==> src/common/sam_pkg.sv <==
package sam_pkg;

  // Timing base.
  localparam int CLK_PERIOD_NS = 4;
  localparam int PWR_LOSS_MS = 60;
  localparam int PWR_LOSS_CYCLES = PWR_LOSS_MS * 1000000 / CLK_PERIOD_NS;
  localparam int LOCK_TICK_US = 1000;
  localparam int LOCK_TICK_CYCLES = LOCK_TICK_US * 1000 / CLK_PERIOD_NS;

  // Widths.
  localparam int NUM_ALARMS = 28;
  localparam int NUM_WARNS = 13;
  localparam int IDX_W = 5;
  localparam int CODE_W = 12;
  localparam int LOAD_W = 8;
  localparam int TICK_W = 16;

  // Thermal lockout: base ticks plus averaged load, load filter shift.
  localparam logic [TICK_W-1:0] LOCK_BASE_TICKS = 16'h03e8;
  localparam int LOAD_SHIFT = 4;

  // Indices of the alarm that the undervoltage detector feeds.
  localparam logic [IDX_W-1:0] IDX_UNDERVOLT = 5'h00;

  // Clear classes.
  localparam logic [1:0] CLR_POWER = 2'h0;
  localparam logic [1:0] CLR_RESET = 2'h1;
  localparam logic [1:0] CLR_RX1 = 2'h2;
  localparam logic [1:0] CLR_THERMAL = 2'h3;

  // Display code blank value.
  localparam logic [CODE_W-1:0] CODE_NONE = 12'h000;

  typedef enum logic {ST_RUN, ST_ALARM} sam_state_t;

  // Display code of each alarm index.
  function automatic logic [CODE_W-1:0] alarmCode(input logic [IDX_W-1:0] idx);
    case (idx)
      5'h00: alarmCode = 12'h010;
      5'h01: alarmCode = 12'h012;
      5'h02: alarmCode = 12'h013;
      5'h03: alarmCode = 12'h015;
      5'h04: alarmCode = 12'h016;
      5'h05: alarmCode = 12'h017;
      5'h06: alarmCode = 12'h019;
      5'h07: alarmCode = 12'h01a;
      5'h08: alarmCode = 12'h020;
      5'h09: alarmCode = 12'h024;
      5'h0a: alarmCode = 12'h025;
      5'h0b: alarmCode = 12'h030;
      5'h0c: alarmCode = 12'h031;
      5'h0d: alarmCode = 12'h032;
      5'h0e: alarmCode = 12'h033;
      5'h0f: alarmCode = 12'h034;
      5'h10: alarmCode = 12'h035;
      5'h11: alarmCode = 12'h036;
      5'h12: alarmCode = 12'h037;
      5'h13: alarmCode = 12'h045;
      5'h14: alarmCode = 12'h046;
      5'h15: alarmCode = 12'h047;
      5'h16: alarmCode = 12'h050;
      5'h17: alarmCode = 12'h051;
      5'h18: alarmCode = 12'h052;
      5'h19: alarmCode = 12'h08a;
      5'h1a: alarmCode = 12'h08e;
      5'h1b: alarmCode = 12'h888;
      default: alarmCode = CODE_NONE;
    endcase
  endfunction

  // Clear class of each alarm index.
  function automatic logic [1:0] clearClass(input logic [IDX_W-1:0] idx);
    case (idx)
      5'h00, 5'h09, 5'h0c, 5'h10, 5'h11, 5'h19, 5'h1a: clearClass = CLR_RESET;
      5'h0f: clearClass = CLR_RX1;
      5'h0b, 5'h13, 5'h14, 5'h16, 5'h17: clearClass = CLR_THERMAL;
      default: clearClass = CLR_POWER;
    endcase
  endfunction

  // Display code of each warning index.
  function automatic logic [CODE_W-1:0] warnCode(input logic [IDX_W-1:0] idx);
    case (idx)
      5'h00: warnCode = 12'h092;
      5'h01: warnCode = 12'h096;
      5'h02: warnCode = 12'h09f;
      5'h03: warnCode = 12'h0e0;
      5'h04: warnCode = 12'h0e1;
      5'h05: warnCode = 12'h0e3;
      5'h06: warnCode = 12'h0e4;
      5'h07: warnCode = 12'h0e6;
      5'h08: warnCode = 12'h0e8;
      5'h09: warnCode = 12'h0e9;
      5'h0a: warnCode = 12'h0e7;
      5'h0b: warnCode = 12'h0ec;
      5'h0c: warnCode = 12'h0ed;
      default: warnCode = CODE_NONE;
    endcase
  endfunction

  // Lockout length in ticks computed from the averaged load.
  function automatic logic [TICK_W-1:0] lockTicks(input logic [LOAD_W-1:0] avg);
    lockTicks = LOCK_BASE_TICKS + TICK_W'(avg);
  endfunction

endpackage

==> src/sam_alarm_manager.sv <==
`timescale 1ns/10ps
// Notes on behaviour
// - A fault during operation latches its alarm and shows its code; a warning shows only while present.
// - Reset-class alarms clear by power cycle, error reset or CPU reset.
// - Hard alarms clear only by power cycle; reset commands are ignored.
// - Receive error one clears by power cycle, CPU or error reset; cause may relatch.
// - Thermal alarms refuse controller clears until the lockout interval ends.
// - The lockout length is computed from load observed before the alarm.
// - Any alarm drops the fault-free output and engages the dynamic brake.
// - Control power lost sixty milliseconds continuously raises undervoltage.
// - Warnings use their own code set, distinct from alarm codes.
module sam_alarm_manager #(
  parameter int PWR_LOSS_CYCLES = sam_pkg::PWR_LOSS_CYCLES,
  parameter int LOCK_TICK_CYCLES = sam_pkg::LOCK_TICK_CYCLES
) (
  // Clock and power-on reset.
  input wire logic clk,
  input wire logic rstn,
  // Fault and warning conditions from the drive logic.
  input wire logic [sam_pkg::NUM_ALARMS-1:0] faultIn,
  input wire logic [sam_pkg::NUM_WARNS-1:0] warnIn,
  input wire logic [sam_pkg::LOAD_W-1:0] loadLevel,
  // Control power monitor pin.
  input wire logic ctrlPowerOk,
  // Commands from the controller.
  input wire logic errReset,
  input wire logic cpuReset,
  // Status outputs.
  output logic faultFreeOut,
  output logic dynBrakeOn,
  output logic alarmActive,
  output logic warnActive,
  output logic [sam_pkg::CODE_W-1:0] displayCode
);

  sam_pkg::sam_state_t state_reg;
  logic [sam_pkg::IDX_W-1:0] alarmIdx_reg;
  logic pwrMeta_reg;
  logic pwrOk_reg;
  logic [31:0] lowCnt_reg;
  logic uvTrip_reg;
  logic [sam_pkg::NUM_ALARMS-1:0] faultVec;
  logic anyFault;
  logic [sam_pkg::IDX_W-1:0] firstFault;
  logic anyWarn;
  logic [sam_pkg::IDX_W-1:0] firstWarn;
  logic [1:0] curClass;
  logic anyCmd;
  logic clearOk;
  logic thermalLocked;
  logic lockStart;
  logic faultFree_reg;
  logic brake_reg;
  logic alarmOn_reg;
  logic warnOn_reg;
  logic [sam_pkg::CODE_W-1:0] display_reg;

  // Lowest set bit of a vector, used for alarm and warning priority.
  function automatic logic [sam_pkg::IDX_W-1:0] firstSet(input logic [31:0] vec);
    firstSet = 5'h00;
    for (int i = 31; i >= 0; i--)
      if (vec[i])
        firstSet = 5'(i);
  endfunction

  // Two-stage synchroniser for the control power pin.
  always_ff @(posedge clk or negedge rstn)
  begin
    if (!rstn)
    begin
      pwrMeta_reg <= 1'b1;
      pwrOk_reg <= 1'b1;
    end
    else
    begin
      pwrMeta_reg <= ctrlPowerOk;
      pwrOk_reg <= pwrMeta_reg;
    end
  end

  // Continuous loss counter; trips once the loss lasts the full interval.
  always_ff @(posedge clk or negedge rstn)
  begin
    if (!rstn)
    begin
      lowCnt_reg <= 32'h0;
      uvTrip_reg <= 1'b0;
    end
    else if (pwrOk_reg)
    begin
      lowCnt_reg <= 32'h0;
      uvTrip_reg <= 1'b0;
    end
    else if (lowCnt_reg == 32'(PWR_LOSS_CYCLES - 1))
      uvTrip_reg <= 1'b1;
    else
      lowCnt_reg <= lowCnt_reg + 32'h1;
  end

  // Fault vector with the undervoltage detector merged in.
  always_comb
  begin
    faultVec = faultIn;
    faultVec[sam_pkg::IDX_UNDERVOLT] = faultIn[sam_pkg::IDX_UNDERVOLT] | uvTrip_reg;
    anyFault = |faultVec;
    firstFault = firstSet(32'(faultVec));
    anyWarn = |warnIn;
    firstWarn = firstSet(32'(warnIn));
  end

  // Clear qualification by class of the latched alarm.
  always_comb
  begin
    curClass = sam_pkg::clearClass(alarmIdx_reg);
    anyCmd = errReset | cpuReset;
    case (curClass)
      sam_pkg::CLR_RESET: clearOk = anyCmd;
      sam_pkg::CLR_RX1: clearOk = anyCmd;
      sam_pkg::CLR_THERMAL: clearOk = anyCmd & ~thermalLocked;
      default: clearOk = 1'b0;
    endcase
  end

  // Arm the lockout when a thermal alarm is latched.
  assign lockStart = anyFault && (state_reg == sam_pkg::ST_RUN || clearOk)
                     && sam_pkg::clearClass(firstFault) == sam_pkg::CLR_THERMAL;

  sam_lockout_timer #(
    .TICK_CYCLES(LOCK_TICK_CYCLES)
  ) u_lockout (
    .clk(clk),
    .rstn(rstn),
    .loadLevel(loadLevel),
    .start(lockStart),
    .locked(thermalLocked)
  );

  // Alarm latch; a fault present during a clear wins and relatches.
  always_ff @(posedge clk or negedge rstn)
  begin
    if (!rstn)
    begin
      state_reg <= sam_pkg::ST_RUN;
      alarmIdx_reg <= 5'h00;
    end
    else
    begin
      case (state_reg)
        sam_pkg::ST_RUN:
          if (anyFault)
          begin
            state_reg <= sam_pkg::ST_ALARM;
            alarmIdx_reg <= firstFault;
          end
        sam_pkg::ST_ALARM:
          if (clearOk)
          begin
            if (anyFault)
              alarmIdx_reg <= firstFault;
            else
              state_reg <= sam_pkg::ST_RUN;
          end
        default:
          state_reg <= sam_pkg::ST_RUN;
      endcase
    end
  end

  // Fault-free output and dynamic brake follow the latch.
  always_ff @(posedge clk or negedge rstn)
  begin
    if (!rstn)
    begin
      faultFree_reg <= 1'b0;
      brake_reg <= 1'b1;
      alarmOn_reg <= 1'b0;
    end
    else
    begin
      faultFree_reg <= (state_reg == sam_pkg::ST_RUN);
      brake_reg <= (state_reg == sam_pkg::ST_ALARM);
      alarmOn_reg <= (state_reg == sam_pkg::ST_ALARM);
    end
  end

  // Display shows the alarm code, else the first warning code.
  always_ff @(posedge clk or negedge rstn)
  begin
    if (!rstn)
    begin
      display_reg <= sam_pkg::CODE_NONE;
      warnOn_reg <= 1'b0;
    end
    else
    begin
      warnOn_reg <= anyWarn;
      if (state_reg == sam_pkg::ST_ALARM)
        display_reg <= sam_pkg::alarmCode(alarmIdx_reg);
      else if (anyWarn)
        display_reg <= sam_pkg::warnCode(firstWarn);
      else
        display_reg <= sam_pkg::CODE_NONE;
    end
  end

  assign faultFreeOut = faultFree_reg;
  assign dynBrakeOn = brake_reg;
  assign alarmActive = alarmOn_reg;
  assign warnActive = warnOn_reg;
  assign displayCode = display_reg;

  a_alarm_stops_motor: assert property (@(posedge clk) disable iff (!rstn)
    state_reg == sam_pkg::ST_ALARM |=> !faultFree_reg && brake_reg)
    else $error("Alarm did not drop fault-free output or engage brake.");

  a_alarm_display: assert property (@(posedge clk) disable iff (!rstn)
    state_reg == sam_pkg::ST_RUN && anyFault
    |=> ##1 display_reg == sam_pkg::alarmCode($past(firstFault, 2)))
    else $error("Display does not show the latched alarm code.");

  a_power_only: assert property (@(posedge clk) disable iff (!rstn)
    state_reg == sam_pkg::ST_ALARM && curClass == sam_pkg::CLR_POWER
    |=> state_reg == sam_pkg::ST_ALARM && $stable(alarmIdx_reg))
    else $error("Power-cycle-only alarm was cleared by a command.");

  a_reset_clear: assert property (@(posedge clk) disable iff (!rstn)
    state_reg == sam_pkg::ST_ALARM && curClass == sam_pkg::CLR_RESET
    && (errReset || cpuReset) && !anyFault |=> state_reg == sam_pkg::ST_RUN)
    else $error("Resettable alarm was not cleared by a reset command.");

  a_rx1_clear: assert property (@(posedge clk) disable iff (!rstn)
    state_reg == sam_pkg::ST_ALARM && curClass == sam_pkg::CLR_RX1 && cpuReset
    && !anyFault |=> state_reg == sam_pkg::ST_RUN ##1 faultFree_reg)
    else $error("Receive error one was not cleared by CPU reset.");

  a_thermal_lock: assert property (@(posedge clk) disable iff (!rstn)
    state_reg == sam_pkg::ST_ALARM && curClass == sam_pkg::CLR_THERMAL && thermalLocked
    |=> state_reg == sam_pkg::ST_ALARM)
    else $error("Thermal alarm cleared during lockout.");

  a_uv_trip: assert property (@(posedge clk) disable iff (!rstn)
    !pwrOk_reg && lowCnt_reg == 32'(PWR_LOSS_CYCLES - 1) |=> uvTrip_reg ##1
    state_reg == sam_pkg::ST_ALARM)
    else $error("Undervoltage not raised after the loss interval.");

  a_warn_code: assert property (@(posedge clk) disable iff (!rstn)
    state_reg == sam_pkg::ST_RUN && anyWarn
    |=> warnOn_reg && display_reg == sam_pkg::warnCode($past(firstWarn)))
    else $error("Warning code not shown from the warning set.");

  a_hold_alarm: assert property (@(posedge clk) disable iff (!rstn)
    state_reg == sam_pkg::ST_ALARM && !clearOk
    |=> state_reg == sam_pkg::ST_ALARM && $stable(alarmIdx_reg) ##1 !faultFree_reg)
    else $error("Latched alarm changed without a permitted clear.");

endmodule

==> src/sam_lockout_timer.sv <==
`timescale 1ns/10ps
module sam_lockout_timer #(
  parameter int TICK_CYCLES = sam_pkg::LOCK_TICK_CYCLES
) (
  // Clock and reset.
  input wire logic clk,
  input wire logic rstn,
  // Load observation and start.
  input wire logic [sam_pkg::LOAD_W-1:0] loadLevel,
  input wire logic start,
  // Lockout state.
  output logic locked
);

  logic [31:0] tickCnt_reg;
  logic tick;
  logic [sam_pkg::LOAD_W-1:0] loadAvg_reg;
  logic [sam_pkg::TICK_W-1:0] ticksLeft_reg;

  // Free running tick divider.
  assign tick = (tickCnt_reg == 32'(TICK_CYCLES - 1));

  always_ff @(posedge clk or negedge rstn)
  begin
    if (!rstn)
      tickCnt_reg <= 32'h0;
    else if (tick)
      tickCnt_reg <= 32'h0;
    else
      tickCnt_reg <= tickCnt_reg + 32'h1;
  end

  // First order filter of the load, updated on every tick whether or not an alarm is latched.
  always_ff @(posedge clk or negedge rstn)
  begin
    if (!rstn)
      loadAvg_reg <= 8'h00;
    else if (tick)
      loadAvg_reg <= loadAvg_reg - (loadAvg_reg >> sam_pkg::LOAD_SHIFT)
                     + (loadLevel >> sam_pkg::LOAD_SHIFT);
  end

  // Lockout countdown, loaded from the computed length on start.
  always_ff @(posedge clk or negedge rstn)
  begin
    if (!rstn)
      ticksLeft_reg <= 16'h0000;
    else if (start)
      ticksLeft_reg <= sam_pkg::lockTicks(loadAvg_reg);
    else if (tick && ticksLeft_reg != 16'h0000)
      ticksLeft_reg <= ticksLeft_reg - 16'h0001;
  end

  assign locked = (ticksLeft_reg != 16'h0000);

  a_lock_length: assert property (@(posedge clk) disable iff (!rstn)
    start |=> ticksLeft_reg == sam_pkg::lockTicks($past(loadAvg_reg)))
    else $error("Lockout length does not match the averaged load.");

endmodule

==> config.mk <==
export PLATFORM = sky130hd
export DESIGN_NAME = sam_alarm_manager
export DESIGN_NICKNAME = d
export VERILOG_FILES = /design/src/common/sam_pkg.sv /design/src/sam_alarm_manager.sv /design/src/sam_lockout_timer.sv
export SDC_FILE = /design/constraint.sdc
export NUM_CORES = 1
export LEC_CHECK = 0
export BUFFER_PORTS_ARGS = -buffer_cell sky130_fd_sc_hd__buf_4
export CAP_MARGIN = 0
export CORE_MARGIN = 2
export CORE_UTILIZATION = 60
export CTS_BUF_LIST = sky130_fd_sc_hd__clkbuf_16
export DETAILED_ROUTE_END_ITERATION = 6
export PLACE_DENSITY = 0.8
export SETUP_SLACK_MARGIN = 0.1
export SYNTH_ARGS = -nofsm -noshare
export SYNTH_HDL_FRONTEND = slang
export SYNTH_SLANG_ARGS = --single-unit
export TNS_END_PERCENT = 100
==> constraint.sdc <==
create_clock -name clk -period 6.3 [get_ports clk]
set_clock_uncertainty 0.2 [all_clocks]
set_input_delay 0.945 -clock clk [delete_from_list [all_inputs] [get_ports clk]]
set_output_delay 0.945 -clock clk [all_outputs]
set_load 0.005 [all_outputs]
* After elaboration in Yosys (flattened, before gate mapping)
Memory sizes are Yosys's and may differ from the RTL's.
Index checks and enable logic that the tools add are counted.
** Word-level totals
- Logic and storage cells :: 105
- Memories kept :: 4
- ROM bits :: 544
- Register bits after elaboration :: 113
** Operators by class
- Equality and inequality tests :: 8
- Reductions and logical operators :: 10
- Multiplexer cells :: 58
- $add $sub $neg :: 6
- Bitwise operators :: 5
** Memory list
- (name not given) :: words 32, bits a word 9, read ports 1, clocked after Yosys merged registers in 0, write ports 0, line sam_pkg.sv:38 : case (idx)
- (name not given) :: words 16, bits a word 8, read ports 1, clocked after Yosys merged registers in 0, write ports 0, line sam_pkg.sv:83 : case (idx)
- (name not given) :: words 32, bits a word 2, read ports 1, clocked after Yosys merged registers in 0, write ports 0, line sam_pkg.sv:73 : case (idx)
- (name not given) :: words 32, bits a word 2, read ports 1, clocked after Yosys merged registers in 0, write ports 0, line sam_pkg.sv:73
** Operators by type and width (count)
- 5-bit two-way mux :: 42
- 32-bit two-way mux :: 3
- 32-bit by 1-bit adder with 32-bit output, second input constant :: 2
- 12-bit two-way mux :: 3
- 32-bit by 18-bit == test with 1-bit output, second input constant :: 1
- 32-bit by 24-bit == test with 1-bit output, second input constant :: 1
- 16-bit two-way mux :: 2
- 28-bit OR reduction :: 1
- 16-bit nonzero test :: 1
- 16-bit by 1-bit subtractor with 16-bit output, second input constant :: 1
- 13-bit OR reduction :: 1
- 10-bit by 8-bit adder with 11-bit output, first input constant :: 1
- 5-bit one-hot mux with 2 select lines :: 1
- 8-bit by 4-bit adder with 8-bit output :: 1
- 8-bit by 4-bit subtractor with 8-bit output :: 1
- 2-bit == test, second input constant :: 3
- 1-bit two-way mux :: 4
- 4-bit two-way mux :: 1
- 1-bit one-hot mux with 2 select lines :: 2
- 2-bit nonzero test :: 2
- 1-bit logical AND :: 3
- 2-bit by 1-bit == test with 1-bit output, second input constant :: 1
- 2-bit by 1-bit != test with 1-bit output, second input constant :: 1
- 2-bit != test, second input constant :: 1
- 5 further kinds :: 7

* Longest topological paths before layout
An unclocked memory read counts as a cell.
- Depth after elaboration :: 32
- Gate-level depth with buffers :: 16

* Cells and area by module
Synthesis repeated with hierarchy kept, for this count alone.
** Unflattened totals
- Cells, all modules :: 765
- Area total of the unflattened synthesis :: 6849.1 µm²
** Modules (own cells, without submodules)
- sam_alarm_manager :: area each 3512.1 µm², sequential area each 1355.0 µm², times used 1, cells an instance 413
- sam_lockout_timer :: area each 3337.0 µm², sequential area each 1401.3 µm², times used 1, cells an instance 352

* Worst setup path after synthesis
OpenSTA, ideal clock, no wires.
- Path kind :: input to register
- Start :: input port faultIn[26] in the netlist's numbering
- End :: register u_lockout.ticksLeft_reg[10] in the netlist's numbering
- Buffers on the path :: 0
- Data required time :: 5.975 ns
- Path slack :: 2.571 ns
- Arrival time :: 3.404 ns
- Stages :: 11
- Cell sequence :: nand2b_1 -> a221oi_1 -> o211ai_1 -> o2111ai_1 -> nor3b_1 -> inv_1 -> ha_1 -> mux2i_1 -> mux2i_1 -> a221oi_4 -> mux2_2
** Between the ends
- Longest elaborated chain between the ends :: 31
- Elaborated cells between the ends (all ways) :: 34
- Those cells by class :: eq/ne: 1; mux: 28; reduce/logical: 4; memory: 1
** RTL lines
- start, declared :: line sam_alarm_manager.sv:20 : input wire logic [sam_pkg::NUM_ALARMS-1:0] faultIn,
- 5-bit two-way mux (*) (27 in series) :: line sam_alarm_manager.sv:62 : if (vec[i])
- net firstFault (one bit) :: line sam_alarm_manager.sv:44 : logic [sam_pkg::IDX_W-1:0] firstFault;
- memory read 32 x 2 bit (*)
- 2-bit == test (*) :: line sam_alarm_manager.sv:126 : && sam_pkg::clearClass(firstFault) == sam_pkg::CLR_THERMAL;
- 1-bit logical AND (*) :: line sam_alarm_manager.sv:126
- 16-bit two-way mux or 2-bit nonzero test (tied branches)
- end signal, assigned :: line sam_lockout_timer.sv:49 : ticksLeft_reg <= sam_pkg::lockTicks(loadAvg_reg);
- end signal, assigned :: line sam_lockout_timer.sv:51 : ticksLeft_reg <= ticksLeft_reg - 16'h0001;
- end, declared :: line sam_lockout_timer.sv:18 : logic [sam_pkg::TICK_W-1:0] ticksLeft_reg;
The timed path passes the listed nets; every way through them passes the cells marked *.
A chain may end at the register's enable or synchronous reset.

* Worst setup path after layout
Ends and elaborated chain as after synthesis.

==> results.md <==
- Nature of the critical path startpoint: input pin
- Pre-CTS setup slack: 1.70 ns
- PnR worst setup slack: 2.10 ns
- R2R setup slack: 2.62 ns
- Register area share after synthesis: 41.4%
- Area delta synth->final: 12.7%
- Count of flip-flops with a built-in enable after synthesis: 0
- CTS Hold Bufs: 0
- Routed Antenna Nets: 0
- Clock latency on the worst-skew pair: 0.36 ns
- HP Class: flop to flop
- Initial DRC Count: 402
- Worst EP required: 6.34 ns
- Setup CP Type: input pin to flop
- YS warnings: 0
- Comb power frac: 19.2%
- Fin Setup TNS: 0 ns
- Final worst path period need: 4.20 ns
- Initial antenna violation count: 0
- Share of cells above drive strength 1: 12.5%
- Data arrival, critical path: 4.24 ns
- Per-cell routed wire length: 15.2 µm
- CORE AREA: 10,800 µm²
- H-tree depth: 3
- Least-Margin Pin Slew: 1.27 ns
- Clock power share: 33.7%
- FMAX: 0.238 GHz
- Grt ovf: 0
- Final Hold Fails: 0
- Largest net degree at the start of global routing: 57
- Hold Path Depth: 0
- Leak Pwr: 0.00331 µW
- Worst reg-to-reg path cell count: 15
- Clk pin slew, worst setup/hold paths: 0.08 ns
- Remaining DRCs: 0
- Synth async-reset ratio: 100%
- RSZ-0062 raised after global routing: no
- Final antenna diode count: 0
- Clock tree root buffer cell: clkbuf_16
- Die extent in x: 109 µm
- Max_cap viols: 0
- RR Endpoint: u_lockout.ticksLeft_reg[10]$_DFFE_PN0P_
- #FFs+latches synth: 110
- Row cnt: 38
- Internal: 1160 µW
- P per Cell Area: 221 nW/µm²
- Initial core utilization: 61.5%
- Gp weighted congestion: 0.890
- Total GRT Usage: 25.3%
- RR Startpoint: alarmIdx_reg[1]$_DFFE_PN0P_
- Final core occ: 69.3%
- Clk sinks: 110
- Reg power frac: 47.1%
- Synth cell types: 66
- DRT Pass-1 Iters: 6
- Final worst path period share: 66.6%
- Worst VDD drop: 0.000189 V
- Global-route wire length before repair: 24,400 µm
- Hold path endpoint: pwrOk_reg$_DFF_PN1_
- Via count: 5,471
- # port buffers: 62
- Worst hold path startpoint: pwrMeta_reg$_DFF_PN1_
- Slew HR: 14.9%
- Sw Pwr: 502 µW
- Final #Nets: 871
- Nature of the critical path endpoint: flop
- Fin. max-slew vios: 0
- Via/cell ratio: 5.88
- Status: finished, final reports clean
- CTS Buf Count: 9
- CTS Buffer Depth: 2
- Die outline height: 109 µm
- Dpl hpwl: 10,100 µm
- Number of global-route vias before repair: 5,496
- Switch share: 30.2%
- Total Routed Length: 14,100 µm
- CTS tree: built
- Average size of a mapped cell: 9.13 µm²
- Top-Level Pins: 70
- Setup Buffers After CTS: 0
- Cell count after synthesis: 730
- Critical path peak fanout: 16
- Die area: 12,000 µm²
- Syn Std Cell Area: 6660 µm²
- Setup Viol. Count Final: 0
- Top FF cell, synth: dfrtp_1
- CTS resizes: 0
==> placed cells by master (no fill, tap or decap), types with 7 or more instances in the layout <==
master	Yosys	routed
dfrtp_1	107	107
nor2_1	84	84
buf_4	3	63
nand2_1	62	62
inv_1	45	45
xnor2_1	41	41
o21ai_0	37	37
xor2_1	37	37
a21oi_1	31	31
nand3_1	28	28
ha_1	28	28
nand4_1	21	21
nor3_1	19	19
nor4_1	18	18
mux2i_1	16	16
and3_1	15	15
or3_1	11	11
clkbuf_16	0	9
nor2b_1	7	7
o21bai_1	7	7
and2_1	7	7
==> worst max-delay path by stage <==
stage / start / to / slack (ns) / cells after the start
floorplan: faultIn[26] / u_lockout.ticksLeft_reg[10]$_DFFE_PN0P_ / 2.57 / 11
global placement: faultIn[26] / u_lockout.ticksLeft_reg[4]$_DFFE_PN0P_ / 1.82 / 12
detailed placement: faultIn[26] / u_lockout.ticksLeft_reg[4]$_DFFE_PN0P_ / 1.70 / 12
CTS: faultIn[26] / u_lockout.ticksLeft_reg[10]$_DFFE_PN0P_ / 2.07 / 12
global route: faultIn[26] / u_lockout.ticksLeft_reg[10]$_DFFE_PN0P_ / 1.83 / 12
finish: faultIn[26] / u_lockout.ticksLeft_reg[10]$_DFFE_PN0P_ / 2.10 / 12
==> per-layer routing <==
metal,track usage (%),wire length (µm),vias up
met2,45.5,7370,138
met5,0,0,-
met1,30.8,5970,2644
li1,-,-,2661
met3,4.27,516,28
met4,7.78,268,0
==> cell usage after synthesis, drive strengths merged (20+ instances only) <==
cell	number	area, µm²
dfrtp	107	2680
nor2	84	315
nand2	63	239
inv	45	169
xnor2	41	359
o21ai	38	190
xor2	37	324
a21oi	31	155
ha	28	350
nand3	28	140
nand4	21	131
nor4	20	146
==> power by group through the flow <==
stage               Clock, µW  Combinational (µW)  Sequential [µW]
detailed placement          0                 316              796
CTS                       566                 319              783
global placement            0                 301              794
finish                    560                 319              783
global route              590                 362              788
floorplan                   0                 215              773
==> stage by stage <==
| step | hold WS, ns | total power, µW | cells | instance area (µm²) |
|---|---|---|---|---|
| final | 0.178 | 1660 | 930 | 7510 |
| after global routing | 0.173 | 1740 | 930 | 7510 |
| after CTS | 0.176 | 1670 | 930 | 7510 |
| after detailed placement | 0.154 | 1110 | 914 | 7220 |
| after global placement | 0.150 | 1090 | 914 | 7220 |
| after floorplan | 0.145 | 988 | 732 | 6670 |
==> area by class of cell <==
| type | instances | area, µm² |
|---|---|---|
| clock buffers | 9 | 225 |
| clock inverters | 7 | 66.3 |
| fillers | 857 | 3330 |
| inverters | 45 | 169 |
| multi-input cells | 556 | 3650 |
| flip-flops and latches | 110 | 2760 |
| well taps | 140 | 175 |
| repair buffers | 63 | 473 |
==> critical path: stages <==
cell and delay [ns]:
buf_4 0.12, nand2b_1 0.13, a221oi_1 0.30, o211ai_1 0.17, o2111ai_1 0.26, nor3b_1 0.40
inv_1 0.14, ha_1 0.33, mux2i_1 0.15, mux2i_1 0.13, a221oi_4 0.76, mux2_2 0.41
==> logic make-up (layout without fill, tap and decap cells) <==
group           after synthesis  after routing  share of synthesized area [%]
mux                          21             21                           3.25
buf+inv                      66            124                           4.04
simple gates                305            305                           23.5
xor+xnor                     78             78                           10.3
other cells                   1              3                         0.0563
flops                       110            110                           41.4
fa+ha+maj                    33             33                           6.61
compound gates              116            116                           11.0
Power figures use the tool's default switching activity.
